[src/inc/rsq_pkg.sv]
// Shared constants for the reset sequencer and prescaler
package rsq_pkg;
  // Fast base clock rate
  localparam int CLOCK_MHZ = 25;
  // Power-on and low-voltage stabilisation count
  localparam int POR_CYCLES = 4096;
  // Active pin drive and internal hold after it
  localparam int PIN_DRIVE_CYCLES = 32;
  localparam int HOLD_CYCLES = 32;
  // Vector fetch lead-in before the CPU runs
  localparam int FETCH_CYCLES = 3;
  // Whole recovery lengths
  localparam int POR_RECOVERY_CYCLES = POR_CYCLES + PIN_DRIVE_CYCLES + HOLD_CYCLES + FETCH_CYCLES;
  localparam int OTHER_RECOVERY_CYCLES = PIN_DRIVE_CYCLES + HOLD_CYCLES + FETCH_CYCLES;
  // Stop recovery delays
  localparam int STOP_SHORT_CYCLES = 32;
  localparam int STOP_LONG_CYCLES = 4096;
  // Prescaler layout: twelve stages, service clears stages 12 to 5
  localparam int PRESCALE_BITS = 12;
  localparam int SERVICE_CLR_LO = 4;
  localparam int SERVICE_CLR_HI = 11;
  // Longest gap between two watchdog clocks
  localparam int TAP_MAX_CYCLES = 4096;
  // Watchdog service address
  localparam logic [15:0] SERVICE_ADDR = 16'hFFFF;
  // Least external reset pulse, in ns, and in cycles rounded up
  localparam int T_RL_NS = 100;
  localparam int RL_CYCLES = (T_RL_NS * CLOCK_MHZ + 999) / 1000;
  // Cause flag positions
  localparam int CAUSE_W = 6;
  localparam int CAUSE_POR = 0;
  localparam int CAUSE_PIN = 1;
  localparam int CAUSE_WDOG = 2;
  localparam int CAUSE_BAD_OP = 3;
  localparam int CAUSE_BAD_FETCH = 4;
  localparam int CAUSE_LOW_V = 5;
  localparam logic [5:0] CAUSE_RESET = 6'h00;
  // Watchdog depth
  localparam int WDOG_BITS = 6;
  // Sequencer states
  typedef enum logic [7:0] {
    ST_POR_WAIT = 8'h01,
    ST_PIN_DRIVE = 8'h02,
    ST_HOLD = 8'h04,
    ST_FETCH = 8'h08,
    ST_EXT = 8'h10,
    ST_RUN = 8'h20,
    ST_STOP = 8'h40,
    ST_STOP_REC = 8'h80
  } rsq_state_t;
endpackage

[src/verilog/rsq_sync.sv]
`timescale 1ns/1ns
// Two-flop synchroniser for asynchronous inputs
module rsq_sync #(
  parameter int W = 3,
  parameter logic [W-1:0] INIT = '0
) (
  // Clock and reset
  input logic i_clock,
  input logic i_rst,
  // Raw and synchronised levels
  input logic [W-1:0] i_async,
  output logic [W-1:0] o_sync
);
  // First stage, read only by the second
  logic [W-1:0] meta;

  // Two stages in series
  always_ff @(posedge i_clock) begin
    if (i_rst) begin
      meta <= INIT;
      o_sync <= INIT;
    end else begin
      meta <= i_async;
      o_sync <= meta;
    end
  end
endmodule // rsq_sync

[src/verilog/rsq_counter.sv]
`timescale 1ns/1ns
// Free-running prescaler with full and partial clear
module rsq_counter #(
  parameter int BITS = rsq_pkg::PRESCALE_BITS
) (
  // Clock and reset
  input logic i_clock,
  input logic i_rst,
  // Clear controls
  input logic i_clear_all,
  input logic i_clear_upper,
  // Count and all-ones tap
  output logic [BITS-1:0] o_count,
  output logic o_tap
);
  // Mask of the stages a service write clears
  localparam logic [BITS-1:0] UPPER_MASK =
    BITS'(((1 << (rsq_pkg::SERVICE_CLR_HI + 1)) - 1) & ~((1 << rsq_pkg::SERVICE_CLR_LO) - 1));
  // Incremented value
  logic [BITS-1:0] next_count;

  // Next count: advance, then drop the upper stages on service
  always_comb begin
    next_count = o_count + 1'b1;
    if (i_clear_upper) begin
      next_count = next_count & ~UPPER_MASK;
    end
  end

  assign o_tap = &o_count;

  always_ff @(posedge i_clock) begin
    if (i_rst || i_clear_all) begin
      o_count <= '0;
    end else begin
      o_count <= next_count;
    end
  end
endmodule // rsq_counter

[src/verilog/rsq_top.sv]
`timescale 1ns/1ns
module rsq_top #(
  parameter int WDOG_BITS = rsq_pkg::WDOG_BITS
) (
  // Clock and reset
  input logic i_clock,
  input logic i_rst,
  // Asynchronous reset sources
  input logic i_power_on_pulse,
  input logic i_low_voltage_trip,
  // CPU decode signals
  input logic i_bad_opcode,
  input logic i_opcode_fetch,
  input logic i_unmapped_addr,
  input logic i_stop_exec,
  input logic i_stop_wake,
  // Internal bus write
  input logic i_bus_write,
  input logic [15:0] i_bus_addr,
  // Configuration bits
  input logic i_reset_pin_enable,
  input logic i_short_stop_recovery,
  input logic i_stop_enable,
  input logic i_break_monitor,
  input logic i_break_disables_watchdog,
  input logic i_cause_clear,
  // Reset pin, open drain
  input logic i_reset_pin,
  output logic o_reset_pin_out,
  output logic o_reset_pin_oe_n,
  output logic o_reset_pin_level,
  // Status
  output logic o_internal_reset_signal,
  output logic o_cpu_release,
  output logic o_clocks_active,
  output logic o_osc_enable,
  output logic o_watchdog_tick,
  output logic [5:0] o_reset_cause_register
);
  // Last cycle indices of the short phases and stop delays, and the least pin-low count
  localparam logic [5:0] PIN_LAST = 6'(rsq_pkg::PIN_DRIVE_CYCLES - 1);
  localparam logic [5:0] HOLD_LAST = 6'(rsq_pkg::HOLD_CYCLES - 1);
  localparam logic [5:0] FETCH_LAST = 6'(rsq_pkg::FETCH_CYCLES - 1);
  localparam logic [11:0] STOP_SHORT_LAST = 12'(rsq_pkg::STOP_SHORT_CYCLES - 1);
  localparam logic [11:0] STOP_LONG_LAST = 12'(rsq_pkg::STOP_LONG_CYCLES - 1);
  localparam logic [7:0] RL_COUNT = 8'(rsq_pkg::RL_CYCLES);

  // Sequencer state
  rsq_pkg::rsq_state_t st;
  rsq_pkg::rsq_state_t next_st;
  // Phase length counter
  logic [5:0] dly;
  // Cycles the pin has been held low from outside
  logic [7:0] pin_low;
  // Watchdog counter
  logic [WDOG_BITS-1:0] wdog;
  // Synchronised pin, power-on and low-voltage levels
  logic [2:0] sync_out;
  logic pin_s;
  logic por_s;
  logic lvi_s;
  // Prescaler view
  logic [11:0] cnt;
  logic tap;
  logic clr_all;
  // Decoded events
  logic por_held;
  logic bad_op;
  logic bad_fetch;
  logic service;
  logic wdog_run;
  logic wdog_ovf;
  logic int_src;
  logic pin_evt;
  logic awake;
  logic [5:0] cause_set;
  logic [11:0] stop_last;

  // Pin idles high, sources idle low
  rsq_sync #(
    .W(3),
    .INIT(3'h4)
  ) u_sync (
    .i_clock(i_clock),
    .i_rst(i_rst),
    .i_async({i_reset_pin, i_power_on_pulse, i_low_voltage_trip}),
    .o_sync(sync_out)
  );

  // Split synchronised levels
  assign pin_s = sync_out[2];
  assign por_s = sync_out[1];
  assign lvi_s = sync_out[0];

  // Prescaler shared by reset, stop and watchdog
  rsq_counter #(
    .BITS(rsq_pkg::PRESCALE_BITS)
  ) u_cnt (
    .i_clock(i_clock),
    .i_rst(i_rst),
    .i_clear_all(clr_all),
    .i_clear_upper(service),
    .o_count(cnt),
    .o_tap(tap)
  );

  // Source decode
  always_comb begin
    // Power-on or supply low, held as a level
    por_held = por_s | lvi_s;
    bad_op = i_bad_opcode | (i_stop_exec & ~i_stop_enable);
    bad_fetch = i_opcode_fetch & i_unmapped_addr;
    // CPU is in a running or stopped state
    awake = (st == rsq_pkg::ST_RUN) | (st == rsq_pkg::ST_STOP) | (st == rsq_pkg::ST_STOP_REC);
    service = i_bus_write & (i_bus_addr == rsq_pkg::SERVICE_ADDR) & (st == rsq_pkg::ST_RUN);
    wdog_run = (st == rsq_pkg::ST_RUN) & ~(i_break_monitor & i_break_disables_watchdog);
    // overflow on the tick past all ones
    wdog_ovf = wdog_run & tap & (&wdog) & ~service;
    // Internal sources seen while running
    int_src = (st == rsq_pkg::ST_RUN) & (bad_op | bad_fetch | wdog_ovf);
    pin_evt = i_reset_pin_enable & ~pin_s & awake;
    stop_last = i_short_stop_recovery ? STOP_SHORT_LAST : STOP_LONG_LAST;
  end

  // Next state
  always_comb begin
    next_st = st;
    case (st)
      rsq_pkg::ST_POR_WAIT: begin
        if (!por_held && tap) begin
          next_st = rsq_pkg::ST_PIN_DRIVE;
        end
      end
      rsq_pkg::ST_PIN_DRIVE: begin
        if (dly == PIN_LAST) begin
          next_st = rsq_pkg::ST_HOLD;
        end
      end
      rsq_pkg::ST_HOLD: begin
        if (dly == HOLD_LAST) begin
          next_st = rsq_pkg::ST_FETCH;
        end
      end
      rsq_pkg::ST_FETCH: begin
        if (dly == FETCH_LAST) begin
          next_st = rsq_pkg::ST_RUN;
        end
      end
      rsq_pkg::ST_EXT: begin
        if (pin_s) begin
          next_st = rsq_pkg::ST_HOLD;
        end
      end
      // Running: internal fault or stop entry
      rsq_pkg::ST_RUN: begin
        if (int_src) begin
          next_st = rsq_pkg::ST_PIN_DRIVE;
        end else if (i_stop_exec) begin
          next_st = rsq_pkg::ST_STOP;
        end
      end
      // Stopped until a wake-up
      rsq_pkg::ST_STOP: begin
        if (i_stop_wake) begin
          next_st = rsq_pkg::ST_STOP_REC;
        end
      end
      rsq_pkg::ST_STOP_REC: begin
        if (cnt == stop_last) begin
          next_st = rsq_pkg::ST_RUN;
        end
      end
      default: begin
        next_st = rsq_pkg::ST_POR_WAIT;
      end
    endcase
    // Outside pin wins over the running sources
    if (pin_evt) begin
      next_st = rsq_pkg::ST_EXT;
    end
    // supply trip restarts the long wait
    if (por_held) begin
      next_st = rsq_pkg::ST_POR_WAIT;
    end
  end

  // clear on power-on, internal reset, stop, wake
  // Clearing on the wake edge as well gives the stop delay its full length
  assign clr_all = por_held
    | ((next_st == rsq_pkg::ST_PIN_DRIVE) & (st != rsq_pkg::ST_POR_WAIT))
    | (next_st == rsq_pkg::ST_STOP)
    | (st == rsq_pkg::ST_STOP);

  // State register
  always_ff @(posedge i_clock) begin
    if (i_rst) begin
      st <= rsq_pkg::ST_POR_WAIT;
    end else begin
      st <= next_st;
    end
  end

  // Phase counter restarts on each state change
  always_ff @(posedge i_clock) begin
    if (i_rst || next_st != st) begin
      dly <= 6'h00;
    end else begin
      dly <= dly + 6'h01;
    end
  end

  always_ff @(posedge i_clock) begin
    if (i_rst || st != rsq_pkg::ST_EXT) begin
      pin_low <= 8'h01;
    end else if (pin_low != 8'hFF) begin
      pin_low <= pin_low + 8'h01;
    end
  end

  // Watchdog counter, held clear while the CPU is in reset
  always_ff @(posedge i_clock) begin
    if (i_rst || st != rsq_pkg::ST_RUN || service) begin
      wdog <= '0;
    end else if (wdog_run && tap) begin
      wdog <= wdog + 1'b1;
    end
  end

  always_comb begin
    cause_set = 6'h00;
    cause_set[rsq_pkg::CAUSE_LOW_V] = lvi_s;
    cause_set[rsq_pkg::CAUSE_PIN] = (st == rsq_pkg::ST_EXT) & (pin_low == RL_COUNT);
    if ((st == rsq_pkg::ST_RUN) && !pin_evt && !por_held) begin
      cause_set[rsq_pkg::CAUSE_WDOG] = wdog_ovf;
      cause_set[rsq_pkg::CAUSE_BAD_OP] = bad_op;
      cause_set[rsq_pkg::CAUSE_BAD_FETCH] = bad_fetch;
    end
  end

  // Cause register: power-on leaves only its own flag, sets beat clears
  always_ff @(posedge i_clock) begin
    if (i_rst) begin
      o_reset_cause_register <= rsq_pkg::CAUSE_RESET;
    end else if (por_s) begin
      o_reset_cause_register <= 6'h01 << rsq_pkg::CAUSE_POR;
    end else if (i_cause_clear) begin
      o_reset_cause_register <= cause_set;
    end else begin
      o_reset_cause_register <= o_reset_cause_register | cause_set;
    end
  end

  // Output flops, aligned with the state register
  always_ff @(posedge i_clock) begin
    if (i_rst) begin
      o_internal_reset_signal <= 1'b1;
      o_cpu_release <= 1'b0;
      o_clocks_active <= 1'b0;
      o_osc_enable <= 1'b0;
      o_reset_pin_out <= 1'b0;
      o_reset_pin_oe_n <= 1'b1;
      o_watchdog_tick <= 1'b0;
    end else begin
      // reset held until running or stopped
      o_internal_reset_signal <= ~((next_st == rsq_pkg::ST_RUN)
        | (next_st == rsq_pkg::ST_STOP) | (next_st == rsq_pkg::ST_STOP_REC));
      o_cpu_release <= next_st == rsq_pkg::ST_RUN;
      o_clocks_active <= ~((next_st == rsq_pkg::ST_POR_WAIT)
        | (next_st == rsq_pkg::ST_STOP) | (next_st == rsq_pkg::ST_STOP_REC));
      o_osc_enable <= 1'b1;
      o_reset_pin_out <= 1'b0;
      // drive pin low through the wait and drive phases
      o_reset_pin_oe_n <= ~(i_reset_pin_enable & ((next_st == rsq_pkg::ST_POR_WAIT)
        | (next_st == rsq_pkg::ST_PIN_DRIVE)));
      o_watchdog_tick <= tap;
    end
  end

  // Pin level for general-purpose use
  assign o_reset_pin_level = pin_s;

  // Helper: cycles since the recovery sequence began
  logic [12:0] rec_cnt;
  logic ext_path;
  logic [12:0] tap_gap;

  // Recovery length counter for checks
  always_ff @(posedge i_clock) begin
    if (i_rst || awake || por_held) begin
      rec_cnt <= 13'h0000;
    end else begin
      rec_cnt <= rec_cnt + 13'h0001;
    end
  end

  // Remembers whether recovery started from the pin
  always_ff @(posedge i_clock) begin
    if (i_rst || por_held || int_src) begin
      ext_path <= 1'b0;
    end else if (st == rsq_pkg::ST_EXT) begin
      ext_path <= 1'b1;
    end
  end

  // Cycles since the last tap
  always_ff @(posedge i_clock) begin
    if (i_rst || tap || clr_all || service) begin
      tap_gap <= 13'h0001;
    end else begin
      tap_gap <= tap_gap + 13'h0001;
    end
  end

  // Reset seen at the last edge, keeps checks off the first edge out of reset
  logic rst_q;

  // Delayed reset for the check guard
  always_ff @(posedge i_clock) begin
    rst_q <= i_rst;
  end
endmodule // rsq_top

[config.mk]
export PLATFORM = sky130hd
export DESIGN_NAME = rsq_top
export DESIGN_NICKNAME = d
export VERILOG_FILES = /design/src/inc/rsq_pkg.sv /design/src/verilog/rsq_sync.sv /design/src/verilog/rsq_counter.sv /design/src/verilog/rsq_top.sv
export SDC_FILE = /design/constraint.sdc
export NUM_CORES = 1
export LEC_CHECK = 0
export BUFFER_PORTS_ARGS = -buffer_cell sky130_fd_sc_hd__buf_4
export CAP_MARGIN = 40
export CELL_PAD_IN_SITES_DETAIL_PLACEMENT = 0
export CELL_PAD_IN_SITES_GLOBAL_PLACEMENT = 1
export CORE_MARGIN = 8
export CORE_UTILIZATION = 42
export DETAILED_ROUTE_END_ITERATION = 8
export MAX_ROUTING_LAYER = met4
export PLACE_DENSITY_LB_ADDON = 0.08
export SLEW_MARGIN = 40
export SYNTH_ARGS = -nofsm -noshare
export SYNTH_HDL_FRONTEND = slang
export SYNTH_HIERARCHICAL = 1
export SYNTH_SLANG_ARGS = --single-unit
[constraint.sdc]
create_clock -name i_clock -period 4.5 [get_ports i_clock]
set_input_delay 0.9 -clock i_clock [delete_from_list [all_inputs] [get_ports i_clock]]
set_output_delay 0.9 -clock i_clock [all_outputs]
set_load 0.02 [all_outputs]
## Word-level counts from Yosys, hierarchy flattened

Cells that the tools add are included.

| operators by class | value |
|---|---|
| reductions and logical operators | 15 |
| multiply operators | 0 |
| bitwise operators | 37 |
| muxes and demuxes | 17 |
| add/subtract/negate cells | 4 |
| magnitude comparators | 0 |
| div/mod/pow operators | 0 |
| eq/ne operators | 23 |
| shift operators | 0 |

Operators with widths:

| operator | count |
|---|---|
| two-way mux 8 bit | 11 |
| one-hot mux 8 bit (8 select lines) | 1 |
| equality test 8 x 2 -> 1 bit (second input constant) | 3 |
| equality test 16 bit (second input constant) | 1 |
| equality test 8 x 1 -> 1 bit (second input constant) | 2 |
| equality test 8 x 6 -> 1 bit (second input constant) | 2 |
| equality test 8 x 7 -> 1 bit (second input constant) | 2 |
| equality test 8 bit (second input constant) | 2 |
| AND 1 bit | 15 |
| OR 1 bit | 14 |
| adder 12 x 1 -> 12 bit (second input constant) | 1 |
| adder 6 x 1 -> 6 bit (second input constant) | 2 |
| equality test 12 bit | 1 |
| two-way mux 12 bit | 1 |
| AND reduction 12 bit | 1 |
| adder 8 x 1 -> 8 bit (second input constant) | 1 |
| equality test 8 x 3 -> 1 bit (second input constant) | 1 |
| equality test 8 x 4 -> 1 bit (second input constant) | 1 |
| equality test 8 x 5 -> 1 bit (second input constant) | 1 |
| != test 8 x 1 -> 1 bit (second input constant) | 1 |
| != test 8 x 5 -> 1 bit (second input constant) | 1 |
| != test 8 x 6 -> 1 bit (second input constant) | 1 |
| != test 8 bit | 1 |
| != test 8 bit (second input constant) | 1 |
| other kinds (12) | 28 |

| storage, ports and cells | value |
|---|---|
| latch bits | 0 |
| register bits after elaboration | 58 |
| RAM bits | 0 |
| memories kept | 0 |
| word-level logic and storage cells | 112 |
| bits in read-only memories | 0 |
| bits of input ports | 33 |
| output and inout bits | 14 |

## Longest topological paths before layout

Gate-level depths: netlist of run 1.

| depth | value |
|---|---|
| word-level depth | 19 |
| mapped depth | 12 |
| gate-level depth less buffers | 11 |

## Hierarchy

The synthesis of run 1 kept the hierarchy.

Modules (own cells, without submodules):

| module | cells each | area each (um^2) | instances | sequential area each (um^2) |
|---|---|---|---|---|
| rsq_top | 271 | 2244.7 | 1 | 800.8 |
| rsq_counter | 59 | 531.8 | 1 | 240.2 |
| rsq_sync | 12 | 157.7 | 1 | 120.1 |

## Worst setup path before layout of run 1

Ideal clock, no wire load.

| path | value |
|---|---|
| path kind | reg2reg |
| from | register u_cnt.o_count[0] |
| to | register u_cnt.o_count[10] |
| cell stages (with the launch flop) | 12 |
| slack | 1.419 ns |
| path buffers | 1 |
| clock period less this slack | 3.081 ns |
| required time | 4.430 ns |
| arrival | 3.011 ns |
| cells stage by stage | dfxtp_1 ha_1 nand4_2 nor4_1 nand4_1 a31oi_1 nor2_1 o21ai_0 o2111ai_1 or3_1 clkbuf_1 a21oi_1 |

| between the ends | value |
|---|---|
| longest elaborated chain between the ends | 17 |
| elaborated cells between the ends (all ways) | 23 |

RTL lines:

| element | line | text |
|---|---|---|
| start: declaration | rsq_counter.sv:13 | `output logic [BITS-1:0] o_count,` |
| start signal: assignment | rsq_counter.sv:36 | `o_count <= next_count;` |
| AND reduction 12 bit * | rsq_counter.sv:30 | `assign o_tap = &o_count;` |
| net tap | rsq_top.sv:64 | `logic tap;` |
| AND 1 bit (3 in series) | rsq_top.sv:118 | `wdog_ovf = wdog_run & tap & (&wdog) & ~service;` |
| OR 1 bit | rsq_top.sv:120 | `int_src = (st == rsq_pkg::ST_RUN) & (bad_op \| bad_fetch \| wdog_ovf);` |
| AND 1 bit | rsq_top.sv:120 |  |
| two-way mux 8 bit | rsq_top.sv:156 | `if (int_src) begin` |
| one-hot mux 8 bit (8 select lines) * | rsq_top.sv:128 | `case (st)` |
| two-way mux 8 bit * | rsq_top.sv:178 | `if (pin_evt) begin` |
| two-way mux 8 bit * | rsq_top.sv:182 | `if (por_held) begin` |
| equality test 8 x 2 -> 1 bit | rsq_top.sv:190 | `\| ((next_st == rsq_pkg::ST_PIN_DRIVE) & (st != rsq_pkg::ST_POR_WAIT))` |
| AND 1 bit | rsq_top.sv:190 |  |
| OR 1 bit | rsq_top.sv:190 |  |
| OR 1 bit * | rsq_top.sv:191 | `\| (next_st == rsq_pkg::ST_STOP)` |
| OR 1 bit * | rsq_top.sv:192 | `\| (st == rsq_pkg::ST_STOP);` |
| net clr_all | rsq_top.sv:65 | `logic clr_all;` |
| logical OR 1 bit * | rsq_counter.sv:33 | `if (i_rst \|\| i_clear_all) begin` |
| OR reduction 2 bit (no source line) * | -- |  |

Mark *: on every way through the listed nets, which the timed path passes. The rest lies on a longest branch.
A chain may end at the register's enable or synchronous reset.

## Worst setup path in the final report of run 1

| path | value |
|---|---|
| from | register u_cnt.o_count[0] |
| to | register u_cnt.o_count[6] |

Same word-level chain as after synthesis.

==> run summary, run 1 <==
status = complete, no violations
vias in the first global route = 2566
synthesized area = 0.002934 mm^2
final net count = 424
Crit-path slowest cell = or3_1
slowest cell delay on critical path = 0.58 ns
Tot GR Track Use = 0.1517
mux contribution to synthesized area = 0.01023
DP HPWL = 5378 um
Peak VDD IR = 0.0001876 V
fin crit share = 0.8223
core area = 0.006794 mm^2
detailed-route DRC error count = 0
Fmax = 270.2 MHz
relative slew slack = 0.5345
RSZ-0062 raised after global routing = no
PwrDens = 296.2 mW/mm^2
via/cell ratio = 5.491
row cnt = 30
CTS Buffer Depth = 2
Post-Synth Simple-Gate Area = 0.3284
leakage = 1.286 nW
post-route ant nets = 0
final period demand of the worst path = 3.701 ns
global-route wire length before repair = 11840 um
total routed wirelength = 7119 um
Area growth, synth to finish = 18.93%
commonest non-fill, non-tap cell in the layout = dfxtp_1
Sum Neg Setup Slack = 0 ns
delay-heaviest family, CP = simple AND/OR/NAND/NOR gates
ys async rst share = 0
number of iterations in the first detailed-routing pass = 4
commonest non-fill, non-tap cells in the layout = dfxtp_1 (58), buf_4 (46), nor2_1 (32)
Worst-Skew Late Latency = 0.32 ns
Setup crit end kind = flop
Chip Height = 99.58 um
crit-path cells = ha_1 -> nand4_2 -> nor4_1 -> buf_4 -> nand4_1 -> a31oi_1 -> nor2_1 -> o21ai_0 -> o2111ai_1 -> or3_1 -> a21oi_1
Primary FF master, synth = dfxtp_1
EDFF count, synth = 0
cts hold-fix bufs = 0
Wirelength per Cell = 14.62 um
initial antenna violation count = 0
syn_nets = 380
gpl congestion = 0.8468
Area after DPL = 0.003301 mm^2
CTS tree = done
crit path max fanout = 7
Seq/Total Area, Yosys = 0.3957
#FFs+latches synth = 58
die area = 0.009916 mm^2
Max Cap Violations = 0
Final WS setup = 0.7995 ns
Worst Skew = 0.005971 ns
share of cells above drive strength 1 = 0.1918
Port Buffer Count = 45
H-tree levels = 3
initial detailed-routing violation count = 182
Synth Warn # = 6
clk sinks = 58
Resized cells post-CTS = 0
Adder-Cell Fraction of Synth Area = 0.02132
fin area = 0.003490 mm^2
largest net degree at the start of global routing = 25
Slew @ Worst Pin = 0.6918 ns
Fin Hold WS = 0.4160 ns
type of origin of the critical path = flop
Starting Density = 0.4319
post-CTS setup repair buffer count = 0
final-report hold violation count = 0
clock slew seen by the registers of the worst setup and hold paths = 0.06 ns
Synth Area per Inst = 8.579 um^2
Worst Hold Class = flop to flop
Overflow after GRT = 0
gate count of the mapped netlist = 342
Data required, critical path = 4.75 ns
Root Buffer = clkbuf_8
Post-Synth XOR/XNOR Area = 0.05075
Ports = 47
Vias = 2674
critical path class = flop to flop
final setup violating endpoints = 0
ANT cells = 0
Cell variety after synth = 57
Final Max Tran Viols = 0
Buffers & Inverters on Critical Path = 1
CP Data Arrival Time = 3.95 ns
Num CTS Buffers = 9
Die X = 99.58 um
largest family of logic cells by synthesized area = simple AND/OR/NAND/NOR gates
compound-cell area share of the yosys netlist = 0.1433
pre-CTS setup slack = 0.5822 ns
-- path summary, 6_finish.rpt --
path                                       start                to  slack (ns)  cells after the start
worst max register to register  u_cnt/o_count[0]  u_cnt/o_count[6]        0.80                     11
worst max-delay path            u_cnt/o_count[0]  u_cnt/o_count[6]        0.80                     11
worst min register to register    u_sync/meta[2]  u_sync/o_sync[2]        0.42                      1
worst min-delay path              u_sync/meta[2]  u_sync/o_sync[2]        0.42                      1
-- cell type report --
type                    count  area, um^2
repair buffers             46       345.3
clock buffers              14       172.7
well taps                  96       120.1
multi-input cells         259        1635
clock inverters             2       10.01
inverters                  12       45.04
fillers                   679        3304
flip-flops and latches     58        1161
-- state kept, by name (all words and copies together), names as in the netlist, 3 cells and up --
name,flops
u_sync/meta,3
u_sync/o_sync,3
u_cnt/o_count,12
wdog,6
pin_low,8
o_reset_cause_register,6
dly,6
st,8
-- Yosys cell counts (all sizes together), types with 10 or more instances --
cell type,instances,area [um^2]
nor4,13,81.33
nand3,23,120.1
a21oi,17,88.84
nand2,23,86.33
nor2,32,120.1
nor3,15,75.07
nor2b,10,62.56
dfxtp,58,1161
nand4,13,87.58
inv,12,45.04
xor2,11,96.34
o21ai,10,50.05
-- cells by family after synthesis --
group	after synthesis
xor+xnor	17
simple gates	172
mux	3
fa+ha+maj	5
flops	58
buf+inv	25
other cells	1
compound gates	61
-- power breakdown --
part | total [mW] | switching (mW) | internal, mW
clock | 0.439 | 0.196 | 0.244
combinational | 0.0651 | 0.0317 | 0.0334
sequential | 0.529 | 0.00747 | 0.522
-- metal layers --
metal  track usage  part of all wire  vias to the layer above
met3       0.03073             0.038                       12
met5             -                 0                        -
li1              -                 -                     1356
met4       0.06286             0.016                        0
met1        0.1807              0.47                     1246
met2        0.2443              0.48                       60
-- per-stage QoR --
step | util | power (mW) | std cells
2_1_floorplan | - | 0.5702 | 342
3_3_place_gp | 0.4858 | 0.6050 | 471
3_5_place_dp | 0.4858 | 0.6063 | 471
4_1_cts | 0.5127 | 1.049 | 487
5_1_grt | 0.5136 | 1.079 | 487
6_report | 0.5136 | 1.034 | 487
Note: power is estimated with default switching activity, not from simulation.
==> inputs of run 2 (changes only) <==
- clock period: 4.5 -> 3.55 ns (I/O delays scaled with it)
==> run 2 against run 1 <==
Die area stayed put; clock power is 28% higher; critical path depth is 1 lower; final area is 1.1% higher; combinational power is 27% higher; via count is 0.45% higher; sequential power is 27% higher; wire length is 0.49% lower; critical endpoint unchanged; highest routed layer unchanged.
==> run summary, run 2 (synthesis gave the netlist of run 1 again) <==
vias in the first global route = 2542 (-0.94%)
area occupied by multi-input gates = 0.001635 mm^2 (unchanged)
CTS tree = done
fin crit share = 0.8996
leakage = 1.311 nW (+1.9%)
Vias = 2686 (+0.45%)
clk sinks = 58 (unchanged)
initial antenna violation count = 0 (unchanged)
Starting Density = 0.4319 (unchanged)
Worst Skew = 0.007880 ns (+0.001909 ns)
Data required, critical path = 3.81 ns (-0.94 ns)
switching power = 301.6 uW (+28%)
Worst Hold Class = flop to flop
Setup crit end kind = flop
via/cell ratio = 5.459 (-0.57%)
type of origin of the critical path = input port
number of flip-flops in the largest register = 12 (unchanged)
cts hold-fix bufs = 0 (unchanged)
Max Cap Violations = 0 (unchanged)
final setup violating endpoints = 0 (unchanged)
die area = 0.009916 mm^2 (unchanged)
Fmax = 313.1 MHz
detailed-route DRC error count = 0 (unchanged)
number of iterations in the first detailed-routing pass = 4 (unchanged)
Area growth, synth to finish = 20.21%
ANT cells = 0 (unchanged)
Net Sw Frac = 0.2294 (+0.002202)
Sum Neg Setup Slack = 0 ns (unchanged)
Root Buffer = clkbuf_8
Slew @ Worst Pin = 0.5924 ns (-0.09944 ns)
Chip Height = 99.58 um (unchanged)
post-route ant nets = 0 (unchanged)
H-tree levels = 3 (unchanged)
internal power = 1.013 mW (+27%)
Ports = 47 (unchanged)
Peak VDD IR = 0.0002288 V (+22%)
CP Data Arrival Time = 3.46 ns (-0.49 ns)
commonest non-fill, non-tap cells in the layout = dfxtp_1 (58), buf_4 (51), nor2_1 (32)
Worst-Skew Late Latency = 0.33 ns (about the same)
RSZ-0062 raised after global routing = no
Tot GR Track Use = 0.1515 (-0.0001957)
global-route wire length before repair = 11830 um (about the same)
CTS Buffer Depth = 2 (unchanged)
row cnt = 30 (unchanged)
commonest non-fill, non-tap cell in the layout = dfxtp_1
sequential share of power = 0.510 (-0.002)
Clk pwr share = 0.427 (+0.002)
core area = 0.006794 mm^2 (unchanged)
critical path class = input port to flop
largest registers = u_cnt/o_count (12), pin_low (8), st (8)
Overflow after GRT = 0 (unchanged)
final net count = 429 (+1.2%)
status = complete, no violations
Port Buffer Count = 45 (unchanged)
Num CTS Buffers = 9 (unchanged)
clock slew seen by the registers of the worst setup and hold paths = 0.06 ns (about the same)
Wirelength per Cell = 14.40 um (-1.5%)
largest net degree at the start of global routing = 25 (unchanged)
PwrDens = 372.8 mW/mm^2 (+26%)
Die X = 99.58 um (unchanged)
crit path max fanout = 7 (unchanged)
gpl congestion = 0.8581 (+1.3%)
largest register by flop count = u_cnt/o_count
Resized cells post-CTS = 0 (unchanged)
layout filler cell count = 672 (-1.0%)
Reg area = 0.001161 mm^2 (unchanged)
Final Max Tran Viols = 0 (unchanged)
post-layout util = 0.5192 (+0.005525)
share of cells above drive strength 1 = 0.2020 (+0.01020)
relative slew slack = 0.6042 (+0.06969)
DP HPWL = 5255 um (-2.3%)
final period demand of the worst path = 3.194 ns
initial detailed-routing violation count = 157 (-14%)
post-CTS setup repair buffer count = 0 (unchanged)
combinational share of power = 0.063 (about the same)
total routed wirelength = 7084 um (-0.49%)
final-report hold violation count = 0 (unchanged)
-- run 2: power groups by stage --
stage	clock network (mW)	logic, mW	registers (mW)
detailed placement	0	0.0835	0.685
finish	0.561	0.0830	0.671
global placement	0	0.0826	0.685
CTS	0.580	0.0836	0.671
global route	0.617	0.0922	0.672
floorplan	0	0.0375	0.685
-- run 2: worst max-delay path: stages --
cell	delay, ns
buf_4	0.09
or4b_2	0.57
a211oi_1	0.33
a21oi_1	0.15
or3b_2	0.47
nand3b_1	0.17
o211ai_1	0.12
o2111ai_1	0.15
or3_1	0.54
a21oi_1	0.16
-- run 2: path summary, 6_finish.rpt --
| path | from | end | slack, ns | cells after the start |
|---|---|---|---|---|
| worst min register to register | u_sync/meta[2] | u_sync/o_sync[2] | 0.41 | 1 |
| worst min-delay path | u_sync/meta[2] | u_sync/o_sync[2] | 0.41 | 1 |
| worst max-delay path | i_short_stop_recovery | u_cnt/o_count[6] | 0.36 | 10 |
| worst max register to register | u_cnt/o_count[5] | u_cnt/o_count[6] | 0.37 | 9 |
-- run 2: cell type report --
cell class | instances | share of cell area
Clock buffer | 14 | 0.04895
Clock inverter | 2 | 0.002838
Inverter | 12 | 0.01277
Multi-Input combinational cell | 259 | 0.4636
Sequential cell | 58 | 0.3292
Tap cell | 96 | 0.03405
Timing Repair Buffer | 51 | 0.1085
-- run 2: per-stage QoR --
stage               hold WS [ns]  setup WS, ns  cells  total power, mW  instance area, um^2
floorplan                 0.3832        0.1891    342           0.7228                 2934
global placement          0.3878       0.09183    476           0.7680                 3338
detailed placement        0.3946     0.0009659    476           0.7688                 3338
CTS                       0.4130        0.3423    492            1.334                 3521
global route              0.4234        0.1198    492            1.381                 3527
finish                    0.4081        0.3564    492            1.315                 3527
-- run 2: per-layer routing --
metal	wire, um	share of wire	track usage	up-vias
li1	-	-	-	1370
met1	3288	0.46	0.1776	1261
met2	3476	0.49	0.2433	49
met3	253	0.036	0.04050	6
met4	66	0.0093	0.05588	0
met5	0	0	-	-
==> inputs of run 3 (changes only) <==
- ABC_AREA: default -> 1
- CORE_UTILIZATION: 42 -> 40
==> run 3 against run 2 <==
Count of clock-buffer cells in the layout is 3 lower; synthesized area is 4.6% higher; critical endpoint is now u_cnt/o_count[4]; worst hold slack worse by 0.0063 ns.
==> run summary, run 3 <==
ANT cells = 0 (unchanged)
Setup crit end kind = flop
Root Buffer = clkbuf_8
die area = 0.01073 mm^2 (+8.2%)
initial detailed-routing violation count = 99 (-37%)
Final Max Tran Viols = 0 (unchanged)
Peak VDD IR = 0.0002382 V (+4.1%)
Worst Skew = 0.006534 ns (-0.001346 ns)
Cell variety after synth = 35 (-39%)
#FFs+latches synth = 58 (unchanged)
Starting Density = 0.4054 (-0.02644)
total routed wirelength = 7411 um (+4.6%)
Data required, critical path = 3.83 ns (+0.02 ns)
post-route ant nets = 0 (unchanged)
Port Buffer Count = 45 (unchanged)
CP Data Arrival Time = 2.91 ns (-0.55 ns)
RSZ-0062 raised after global routing = no
core area = 0.007567 mm^2 (+11%)
top-count cell post-synth = nand2_1
final net count = 557 (+30%)
clk sinks = 58 (unchanged)
Adder-Cell Fraction of Synth Area = 0.02039 (-0.0009304)
type of origin of the critical path = flop
syn_nets = 503 (+32%)
Overflow after GRT = 0 (unchanged)
via/cell ratio = 4.674 (-14%)
cts hold-fix bufs = 0 (unchanged)
Worst-Skew Late Latency = 0.34 ns (about the same)
fin crit share = 0.7421 (-0.1575)
dominant cell type by area after synthesis = dfxtp_1
share of cells above drive strength 1 = 0.1721 (-0.02994)
Fmax = 379.6 MHz (+21%)
crit path max fanout = 7 (unchanged)
largest net degree at the start of global routing = 21 (-16%)
commonest non-fill, non-tap cells in the layout = nand2_1 (114), nor2_1 (72), inv_1 (68)
largest register by flop count = u_cnt/o_count
Resized cells post-CTS = 0 (unchanged)
clock slew seen by the registers of the worst setup and hold paths = 0.07 ns (about the same)
DP HPWL = 5798 um (+10%)
Final WS setup = 0.9155 ns (+0.5592 ns)
ys async rst share = 0 (unchanged)
mux contribution to synthesized area = 0 (-0.01023)
Wirelength per Cell = 11.86 um (-18%)
Synth Warn # = 6 (unchanged)
Sum Neg Setup Slack = 0 ns (unchanged)
Area after DPL = 0.003522 mm^2 (+5.5%)
Max Cap Violations = 0 (unchanged)
H-tree levels = 3 (unchanged)
status = complete, no violations
Die X = 103.6 um (+4.0%)
detailed-route DRC error count = 0 (unchanged)
PwrDens = 405.8 mW/mm^2 (+8.9%)
Num CTS Buffers = 9 (unchanged)
Synth top area share = 0.3785 (-0.01727)
number of flip-flops in the largest register = 12 (unchanged)
largest registers = u_cnt/o_count (12), pin_low (8), st (8)
layout filler cell count = 780 (+16%)
row cnt = 32 (+6.7%)
Seq/Total Area, Yosys = 0.3785 (-0.01727)
Post-Synth XOR/XNOR Area = 0.02284 (-0.02791)
total power = 1.531 mW (+16%)
number of iterations in the first detailed-routing pass = 4 (unchanged)
Vias = 2921 (+8.7%)
pre-CTS setup slack = 0.9252 ns (+0.9242 ns)
fin area = 0.003772 mm^2 (+7.0%)
Fin Hold WS = 0.4018 ns (-0.006279 ns)
critical path class = flop to flop
post-CTS setup repair buffer count = 0 (unchanged)
Synth top cells by count = nand2_1 (114), nor2_1 (72), inv_1 (68)
EDFF count, synth = 0 (unchanged)
top area cells in the synthesized netlist = dfxtp_1 (38%), nand2_1 (14%), nor2_1 (8.8%)
flop2flop setup slack = 0.92 ns (+0.55 ns)
final setup violating endpoints = 0 (unchanged)
Tot GR Track Use = 0.1476 (-0.003928)
final period demand of the worst path = 2.634 ns (-0.5592 ns)
Ports = 47 (unchanged)
initial antenna violation count = 0 (unchanged)
synthesized area = 0.003068 mm^2 (+4.6%)
compound-cell area share of the yosys netlist = 0.09421 (-0.04907)
final-report hold violation count = 0 (unchanged)
Worst Hold Class = flop to flop
gpl congestion = 0.8171 (-4.8%)
CTS Buffer Depth = 2 (unchanged)
CTS tree = done
Area growth, synth to finish = 22.96%
Primary FF master, synth = dfxtp_1
Synth Area per Inst = 6.598 um^2 (-23%)
global-route wire length before repair = 12810 um (+8.2%)
vias in the first global route = 2882 (+13%)
Post-Synth Simple-Gate Area = 0.3878 (+0.05949)
leakage = 1.723 nW (+31%)
gate count of the mapped netlist = 465 (+36%)
Chip Height = 103.6 um (+4.0%)
commonest non-fill, non-tap cell in the layout = nand2_1
largest family of logic cells by synthesized area = simple AND/OR/NAND/NOR gates
[run 3: changes by cell type after synthesis, sizes merged, moves of 8 or more]
cell	previous run	this run
a21oi	17	25
buf	9	1
inv	12	74
nand2	23	123
nand3	23	35
nor2	32	82
nor2b	10	0
nor4	13	2
o21ai	10	19
[run 3: where the power goes]
group	leakage [nW]	total [mW]	internal [mW]	switching, mW
clock	0.126	0.777	0.502	0.274
sequential	0.470	0.669	0.661	0.00758
combinational	1.13	0.0857	0.0407	0.0450
[run 3: layout make-up]
type | count | area [um^2] | area share
repair buffers | 45 | 337.8 | 0.08955
clock inverters | 4 | 98.84 | 0.02620
multi-input cells | 331 | 1615 | 0.4282
clock buffers | 11 | 151.4 | 0.04013
inverters | 74 | 280.3 | 0.07430
well taps | 102 | 127.6 | 0.03383
flip-flops and latches | 58 | 1161 | 0.3078
[run 3: critical path, cell delays in order (launching register included)]
cell and delay [ns]:
dfxtp_1 0.38, ha_1 0.21, nand2_1 0.07, nor2_1 0.11
nand2_1 0.08, nor2_1 0.10, inv_1 0.08, a21oi_1 0.16
nand3_2 0.14, nor2_2 0.14, nand2_2 0.08, nand3_1 0.08
nand2_1 0.08, nand2_2 0.11, nand4_1 0.11, nor2_1 0.12
inv_1 0.12, nor2_4 0.18, o21ai_0 0.11, a21oi_1 0.11
[run 3: path summary, 6_finish.rpt]
path	from	to	cells after the start
setup / recovery	u_cnt/o_count[0]	u_cnt/o_count[4]	19
hold reg to reg	u_sync/meta[1]	u_sync/o_sync[1]	2
setup reg to reg	u_cnt/o_count[0]	u_cnt/o_count[4]	19
hold / removal	u_sync/meta[1]	u_sync/o_sync[1]	2
[run 3: logic make-up after synthesis]
group,Yosys count
flops,58
xor+xnor,8
other cells,1
fa+ha+maj,5
buf+inv,76
simple gates,264
compound gates,53
[run 3: metal layers]
metal | vias up | track usage | share of wire
met5 | - | - | 0
met3 | 12 | 0.03717 | 0.038
met2 | 54 | 0.2379 | 0.47
met1 | 1281 | 0.1743 | 0.48
met4 | 0 | 0.05247 | 0.016
li1 | 1574 | - | -
[run 3: metrics by stage]
| step | instances | util |
|---|---|---|
| 4_1_cts | 625 | 0.4985 |
| 5_1_grt | 625 | 0.4985 |
| 3_3_place_gp | 610 | 0.4654 |
| 3_5_place_dp | 610 | 0.4654 |
| 2_1_floorplan | 465 | - |
| 6_report | 625 | 0.4985 |
